<file path="src/logic/cold_fault_pkg.sv">
// Constants and types for the under-temperature fault supervisor.
// Assumes a 10 MHz core clock; the delay unit is held as a time and converted to cycles here.
package cold_fault_pkg;
   // Command codes of the two registers
   localparam logic [7:0] CODE_THRESHOLD = 8'h53;
   localparam logic [7:0] CODE_ACTION = 8'h54;
   localparam logic [15:0] THRESHOLD_RESET = 16'h0000;
   localparam logic [7:0] ACTION_RESET = 8'h00;
   // Field positions in cold_fault_action
   localparam int RESP_HI = 7;
   localparam int RESP_LO = 6;
   localparam int RETRY_HI = 5;
   localparam int RETRY_LO = 3;
   localparam int DELAY_HI = 2;
   localparam int DELAY_LO = 0;
   // Response and retry codes
   localparam logic [1:0] RESP_IGNORE = 2'h0;
   localparam logic [1:0] RESP_DELAYED = 2'h1;
   localparam logic [1:0] RESP_DISABLE = 2'h2;
   localparam logic [1:0] RESP_LATCH = 2'h3;
   localparam logic [2:0] RETRY_NONE = 3'h0;
   localparam logic [2:0] RETRY_ALWAYS = 3'h7;
   localparam logic [7:0] ONE_UNIT = 8'h01;
   // Linear format: 5-bit signed exponent over 11-bit signed mantissa
   localparam int EXP_HI = 15;
   localparam int EXP_LO = 11;
   localparam int MANT_HI = 10;
   localparam int SCALED_W = 48;
   localparam logic [5:0] EXP_BIAS = 6'h10;
   // Timing
   localparam int CLK_PERIOD_NS = 100;
   localparam int DELAY_UNIT_NS = 1000000;
   localparam int UNIT_CYCLES_DEFAULT = (DELAY_UNIT_NS + CLK_PERIOD_NS - 1) / CLK_PERIOD_NS;
   localparam int UNIT_CNT_W = 24;
   typedef enum {ST_RUN, ST_DELAY, ST_WAIT, ST_TRY, ST_LATCHED} fault_state_type;
endpackage

</file>
<file path="src/logic/temp_cmp_if.sv">
// Carries threshold, temperature sample and the compare result between supervisor and comparator.
// Assumes both ends run on the same clock.
`timescale 1ns/100ps
interface temp_cmp_if;
   logic [15:0] threshold;
   logic [15:0] temp;
   logic temp_valid;
   logic below;
   modport cmp
   (
      input threshold,
      input temp,
      input temp_valid,
      output below
   );
   modport user
   (
      output threshold,
      output temp,
      output temp_valid,
      input below
   );
endinterface
</file>
<file path="src/logic/cold_fault_supervisor.sv">
// Under-temperature fault supervisor: limit and response registers, response state machine.
// Assumes a command front end on the same clock and a control pin from outside this clock.
`timescale 1ns/100ps
module cold_fault_supervisor
   import cold_fault_pkg::*;
#(
   parameter int UNIT_CYCLES = UNIT_CYCLES_DEFAULT
)
(
   // Clock and reset
   input wire logic clk,
   input wire logic rst,
   // Register command port
   input wire logic reg_wr,
   input wire logic reg_rd,
   input wire logic [7:0] reg_code,
   input wire logic [15:0] reg_wdata,
   output logic [15:0] reg_rdata,
   output logic reg_ack,
   output logic reg_err,
   // Fault clearing and on/off commands
   input wire logic clear_status,
   input wire logic clear_faults,
   input wire logic op_on,
   input wire logic ctrl_pin,
   input wire logic other_fault_off,
   // Temperature samples
   input wire logic [15:0] temp_value,
   input wire logic temp_valid,
   // Status
   output logic output_enable,
   output logic fault_flag,
   output logic latched_off
);
   logic [15:0] cold_fault_threshold;
   logic [7:0] cold_fault_action;
   logic [7:0] units_left;
   logic [UNIT_CNT_W-1:0] div;
   logic [2:0] ctrl_sync, attempts, next_attempts, retry;
   logic [1:0] resp;
   logic ctrl_on, enable_prev, enable_cmd, restart_req, below;
   logic allowed, next_allowed, timer_load, timer_clear;
   fault_state_type state, next_state;
   temp_cmp_if link ();
   assign link.threshold = cold_fault_threshold;
   assign link.temp = temp_value;
   assign link.temp_valid = temp_valid;
   assign below = link.below;
   assign resp = cold_fault_action[RESP_HI:RESP_LO];
   assign retry = cold_fault_action[RETRY_HI:RETRY_LO];
   linear_below comparator
   (
      .clk(clk),
      .rst(rst),
      .link(link.cmp)
   );
   // Register writes
   always_ff @(posedge clk)
   begin
      if (rst)
      begin
         cold_fault_threshold <= THRESHOLD_RESET;
         cold_fault_action <= ACTION_RESET;
      end
      else if (reg_wr && reg_code == CODE_THRESHOLD)
      begin
         cold_fault_threshold <= reg_wdata;
      end
      else if (reg_wr && reg_code == CODE_ACTION)
      begin
         cold_fault_action <= reg_wdata[7:0];
      end
   end
   // Register reads and answers; unknown codes get an error pulse
   always_ff @(posedge clk)
   begin
      if (rst)
      begin
         reg_rdata <= 16'h0000;
         reg_ack <= 1'b0;
         reg_err <= 1'b0;
      end
      else
      begin
         reg_ack <= reg_wr | reg_rd;
         reg_err <= (reg_wr | reg_rd) && reg_code != CODE_THRESHOLD && reg_code != CODE_ACTION;
         if (reg_rd)
         begin
            reg_rdata <= (reg_code == CODE_THRESHOLD) ? cold_fault_threshold
               : (reg_code == CODE_ACTION) ? {8'h00, cold_fault_action} : 16'h0000;
         end
      end
   end
   // Control pin synchroniser; a change counts once the last two stages agree
   always_ff @(posedge clk)
   begin
      if (rst)
      begin
         ctrl_sync <= 3'h0;
         ctrl_on <= 1'b0;
         enable_prev <= 1'b0;
      end
      else
      begin
         ctrl_sync <= {ctrl_sync[1:0], ctrl_pin};
         if (ctrl_sync[1] == ctrl_sync[2])
         begin
            ctrl_on <= ctrl_sync[2];
         end
         enable_prev <= enable_cmd;
      end
   end
   assign enable_cmd = op_on & ctrl_on;
   // Off command, off-then-on, or a status clear all release the fault
   assign restart_req = !enable_cmd || (enable_cmd && !enable_prev) || clear_status || clear_faults;
   // Response state machine, combinational part
   always_comb
   begin
      next_state = state;
      next_attempts = attempts;
      next_allowed = allowed;
      timer_load = 1'b0;
      timer_clear = 1'b0;
      if (restart_req)
      begin
         next_state = ST_RUN;
         next_attempts = 3'h0;
         next_allowed = 1'b1;
         timer_clear = 1'b1;
      end
      else if (other_fault_off)
      begin
         next_state = ST_LATCHED;
         next_allowed = 1'b0;
         timer_clear = 1'b1;
      end
      else
      begin
         unique case (state)
            ST_RUN:
            begin
               next_allowed = 1'b1;
               if (below && resp == RESP_DELAYED)
               begin
                  next_state = ST_DELAY;
                  timer_load = 1'b1;
               end
               else if (below && resp == RESP_DISABLE)
               begin
                  next_allowed = 1'b0;
                  next_attempts = 3'h0;
                  next_state = (retry == RETRY_NONE) ? ST_LATCHED : ST_WAIT;
                  timer_load = 1'b1;
               end
               else if (below && resp == RESP_LATCH)
               begin
                  next_allowed = 1'b0;
                  next_state = ST_LATCHED;
               end
            end
            ST_DELAY:
            begin
               if (!below)
               begin
                  next_state = ST_RUN;
                  timer_clear = 1'b1;
               end
               else if (units_left == 8'h00)
               begin
                  next_allowed = 1'b0;
                  next_attempts = 3'h0;
                  next_state = (retry == RETRY_NONE) ? ST_LATCHED : ST_WAIT;
                  timer_load = 1'b1;
               end
            end
            ST_WAIT:
            begin
               if (units_left == 8'h00)
               begin
                  next_state = ST_TRY;
                  next_allowed = 1'b1;
                  if (retry != RETRY_ALWAYS)
                  begin
                     next_attempts = attempts + 3'h1;
                  end
               end
            end
            ST_TRY:
            begin
               if (!below)
               begin
                  next_state = ST_RUN;
                  next_attempts = 3'h0;
               end
               else
               begin
                  next_allowed = 1'b0;
                  if (retry != RETRY_ALWAYS && attempts >= retry)
                  begin
                     next_state = ST_LATCHED;
                  end
                  else
                  begin
                     next_state = ST_WAIT;
                     timer_load = 1'b1;
                  end
               end
            end
            ST_LATCHED:
            begin
               next_allowed = 1'b0;
            end
         endcase
      end
   end
   // Response state machine, registers
   always_ff @(posedge clk)
   begin
      if (rst)
      begin
         state <= ST_RUN;
         attempts <= 3'h0;
         allowed <= 1'b1;
      end
      else
      begin
         state <= next_state;
         attempts <= next_attempts;
         allowed <= next_allowed;
      end
   end
   // Delay timer in units of the delay time unit
   always_ff @(posedge clk)
   begin
      if (rst || timer_clear)
      begin
         units_left <= 8'h00;
         div <= '0;
      end
      else if (timer_load)
      begin
         units_left <= ONE_UNIT << cold_fault_action[DELAY_HI:DELAY_LO];
         div <= '0;
      end
      else if (units_left != 8'h00)
      begin
         if (div == UNIT_CNT_W'(UNIT_CYCLES - 1))
         begin
            div <= '0;
            units_left <= units_left - 8'h01;
         end
         else
         begin
            div <= div + UNIT_CNT_W'(1);
         end
      end
   end
   // Outputs; with response 00 the output never drops for this fault
   always_ff @(posedge clk)
   begin
      if (rst)
      begin
         output_enable <= 1'b0;
         fault_flag <= 1'b0;
         latched_off <= 1'b0;
      end
      else
      begin
         output_enable <= enable_cmd & allowed;
         latched_off <= (state == ST_LATCHED);
         // A new fault in the clearing cycle wins over the clear
         if (below)
         begin
            fault_flag <= 1'b1;
         end
         else if (clear_status || clear_faults)
         begin
            fault_flag <= 1'b0;
         end
      end
   end
endmodule

</file>
<file path="src/logic/linear_below.sv">
// Compares a linear-format temperature sample against the linear-format limit.
// Assumes samples arrive as one-cycle valid pulses on the core clock.
`timescale 1ns/100ps
module linear_below
   import cold_fault_pkg::*;
(
   // Clock and reset
   input wire logic clk,
   input wire logic rst,
   // Compare link
   temp_cmp_if.cmp link
);
   // Both operands scaled to a common exponent so unlike exponents compare correctly
   function automatic logic signed [SCALED_W-1:0] scale(input logic [15:0] v);
      logic signed [SCALED_W-1:0] m;
      logic [5:0] sh;
      m = SCALED_W'(signed'(v[MANT_HI:0]));
      sh = 6'({v[EXP_HI], v[EXP_HI:EXP_LO]}) + EXP_BIAS;
      return m <<< sh;
   endfunction

   always_ff @(posedge clk)
   begin
      if (rst)
      begin
         link.below <= 1'b0;
      end
      else if (link.temp_valid)
      begin
         link.below <= scale(link.temp) < scale(link.threshold);
      end
   end
endmodule

</file>
<file path="config.mk">
export PLATFORM = sky130hd
export DESIGN_NAME = cold_fault_supervisor
export DESIGN_NICKNAME = d
export VERILOG_FILES = /design/src/logic/cold_fault_pkg.sv /design/src/logic/temp_cmp_if.sv /design/src/logic/cold_fault_supervisor.sv /design/src/logic/linear_below.sv
export SDC_FILE = /design/constraint.sdc
export NUM_CORES = 1
export LEC_CHECK = 0
export BUFFER_PORTS_ARGS = -buffer_cell sky130_fd_sc_hd__buf_2
export CAP_MARGIN = 40
export CORE_MARGIN = 2
export CORE_UTILIZATION = 48
export DETAILED_ROUTE_END_ITERATION = 12
export GPL_TIMING_DRIVEN = 0
export PLACE_DENSITY = 0.7
export SYNTH_ARGS = -nofsm -noshare
export SYNTH_HDL_FRONTEND = slang
export SYNTH_SLANG_ARGS = --single-unit
</file>
<file path="constraint.sdc">
create_clock -name clk -period 5.5 [get_ports clk]
set_input_delay 0.275 -clock clk [delete_from_list [all_inputs] [get_ports clk]]
set_output_delay 0.275 -clock clk [all_outputs]
set_load 0.02 [all_outputs]
</file>
==> results.sh <==
export IMPL_clockBufferDepth=2
export IMPL_start_util=0.493
export IMPL_ys_seq_elements=90
export IMPL_nets=1095
export IMPL_grt_antenna_before_repair=0
export IMPL_synth_most_common_cell="nor2_1"
export IMPL_vias_per_cell=5.79
export IMPL_cts_buffers=9
export IMPL_drv_cap=0
export IMPL_cp_arrival_ps=4510
export IMPL_ys_seq_area_frac=0.263
export IMPL_die_y_um=123
export IMPL_grt_start_max_net_pins=17
export IMPL_dpl_cell_area_um2=7400
export IMPL_dpl_hpwl_um=14200
export IMPL_async_flop_share=0
export IMPL_hp_start="ctrl_pin"
export IMPL_num_io_pins=71
export IMPL_setup_viol=0
export IMPL_hold_violations=0
export IMPL_ys_flop_type="dfxtp_1"
export IMPL_hold_path_class="in2reg"
export IMPL_overflow=0
export IMPL_p_per_area_nw_per_um2=192
export IMPL_rsz0062_at_grt="no"
export IMPL_path_clk_slew_ps=70
export IMPL_critPathKind="reg2reg"
export IMPL_grtUsageTotal=0.247
export IMPL_num_antenna_cells=0
export IMPL_max_freq_ghz=0.235
export IMPL_multi_input_area_um2=4730
export IMPL_final_area_um2=7700
export IMPL_insertion_delay_ps=350
export IMPL_yosysTopAreaCellShare=0.263
export IMPL_via_count=6839
export IMPL_cts_setup_buffers=0
export IMPL_cp_required_ps=5750
export IMPL_synth_commonest_cells="nor2_1 (123), nand2_1 (110), dfxtp_1 (90)"
export IMPL_startpoint="cold_fault_threshold[11]"
export IMPL_critPathMaxFanout=10
export IMPL_rows=43
export IMPL_synth_largest_area_cell="dfxtp_1"
export IMPL_die_area_um2=15200
export IMPL_drive_gt1_frac=0.112
export IMPL_drv_slew=0
export IMPL_root_buffer="clkbuf_16"
export IMPL_portBuffers=66
export IMPL_slew_headroom=0.545
export IMPL_peakVddDrop_v=0.000233
export IMPL_regArea_um2=1800
export IMPL_reg2reg_from="cold_fault_threshold[11]"
export IMPL_synth_area_leaders="dfxtp_1 (26%), ha_1 (8.8%), mux2i_1 (7.8%), nor2_1 (6.8%), nand2_1 (6.0%)"
export IMPL_syn_area_um2=6840
export IMPL_synth_distinct_cells=68
export IMPL_core_um2=13900
export IMPL_yosys_warnings=0
export IMPL_cpMaxStageDelayCell="or3b_2"
export IMPL_tritoncts="built"
export IMPL_antenna_left=0
export IMPL_fin_crit_ps=4260
export IMPL_start_kind="flop"
export IMPL_clock_sink_count=90
export IMPL_netlist_instances=918
export IMPL_routedWlPerCell_um=15.5
export IMPL_end_kind="flop"
export IMPL_power_leakage_nw=2.79
export IMPL_finClkSkew_ps=8.04
export IMPL_path_delay_family="compound AO/OA/AOI/OAI gates"
export IMPL_fillers=1371
export IMPL_gp_congestion=0.983
export IMPL_grt_pass1_wl_um=29800
export IMPL_tns_ps=0
export IMPL_initialDrtViolationCount=477
export IMPL_worstMarginPinSlew_ps=675
export IMPL_hold_buffers=0
export IMPL_postCtsResizedCells=0
export IMPL_avgSynthCellArea_um2=7.45
export IMPL_cp_num_buf_inv=3
export IMPL_htreeDepth=3
export IMPL_fp_dieW_um=123
export IMPL_first_global_vias=6177
export IMPL_wirelength_um=18300
export IMPL_route_detailed_drc=0
export IMPL_synth_edf_count=0
export IMPL_status="finished, final reports clean"
export IMPL_r2r_setup_slack_ps=1240
export IMPL_firstDrtPassIters=5
export IMPL_cp_cell_sequence="clkbuf_1, clkbuf_1, mux2i_1, nor3_1, nand2_1, ha_1, or3b_2, a311oi_1, o211ai_1, a2111oi_0, dlymetal6s2s_1, o211ai_1, mux2i_1, a32o_1"
export IMPL_post_route_period_util=0.775
export IMPL_cpPeakStageDelay_ps=460
export IMPL_syn_nets=1016
export IMPL_p_total_w=0.00148
export IMPL_areaGrowthSynthToFinish_pct=12.6
==> placed cells by master (no fill, tap or decap), drive strengths merged, types with 4 or more instances in the layout <==
cell type / n
and2: 5
xnor2: 15
a211oi: 12
nand2: 110
inv: 21
or3: 6
nand2b: 6
clkbuf: 60
nor2: 123
a21oi: 77
nor3: 15
buf: 76
nand4: 11
nor2b: 12
o211ai: 5
o22ai: 6
a21o: 8
a22oi: 8
and3: 7
nand3b: 6
ha: 48
xor2: 17
nor4: 4
dfxtp: 90
nor3b: 4
o21ai: 57
a21boi: 8
mux2: 12
or3b: 4
nand3: 52
o21a: 8
a31oi: 7
mux2i: 53
==> per-stage QoR <==
step	hold slack (ps)	utilization	worst slack, ps	cells
floorplan	354	-	2120	918
global placement	422	0.533	1060	1164
detailed placement	430	0.533	1060	1165
CTS	131	0.554	1030	1181
global route	135	0.555	864	1182
finish	138	0.555	1240	1182
==> registers in the layout, indices dropped and copies added (netlist names) <==
| signal | flops |
|---|---|
| ctrl_on | 1 |
| latched_off | 1 |
| reg_ack | 1 |
| output_enable | 1 |
| reg_err | 1 |
| allowed | 1 |
| div | 24 |
| state | 3 |
| units_left | 8 |
| cold_fault_action | 8 |
| enable_prev | 1 |
| fault_flag | 1 |
| reg_rdata | 16 |
| comparator.link.below | 1 |
| attempts | 3 |
| cold_fault_threshold | 16 |
| ctrl_sync | 3 |
==> layer usage <==
layer | vias to the layer above | track usage | wire, um | part of all wire
met1 | 3163 | 0.330 | 8360 | 0.46
met4 | 0 | 0.0845 | 443 | 0.024
met3 | 38 | 0.0480 | 1010 | 0.055
met5 | - | 0 | 0 | 0
li1 | 3434 | - | - | -
met2 | 204 | 0.397 | 8480 | 0.46
==> kinds of logic after synthesis <==
kind of cell               share of synthesized area
muxes                                         0.0973
and+or+nand+nor                                0.259
buffers and inverters                         0.0446
adders and majority gates                     0.0878
xor gates and xnor gates                      0.0410
DFF                                            0.263
AOI/OAI and AO/OA                              0.206
==> power by group <==
group	internal (W)	switching (W)	leakage, nW	total (W)
registers	0.000654	0.00000153	0.726	0.000656
logic	0.0000842	0.000130	1.92	0.000214
clock network	0.000324	0.000285	0.137	0.000610
total	0.00106	0.000417	2.79	0.00148
==> area by class of cell <==
type                       instances  area share
tap                              180      0.0293
clock buffer                      10      0.0310
inverter                          20     0.00975
buffer                            59      0.0299
multi-input combinational        749       0.614
sequential                        90       0.234
clock inverter                     6     0.00634
timing repair buffer              68      0.0452
==> worst reg2reg max path: stages (launching register included) <==
cell            delay, ps
dfxtp_1               340
clkbuf_1              320
clkbuf_1              410
mux2i_1               160
nor3_1                390
nand2_1               100
ha_1                  200
or3b_2                460
a311oi_1              360
o211ai_1              150
a2111oi_0             440
dlymetal6s2s_1        240
o211ai_1              140
mux2i_1               170
a32o_1                270
==> path summary, 6_finish.rpt <==
kind | endpoint | cells after the start
worst max register to register | comparator.link.below | 14
worst min register to register | ctrl_sync[1] | 1
worst max-delay path | comparator.link.below | 14
worst min-delay path | ctrl_sync[0] | 2
No activity file was read; power rests on OpenSTA's default activity.
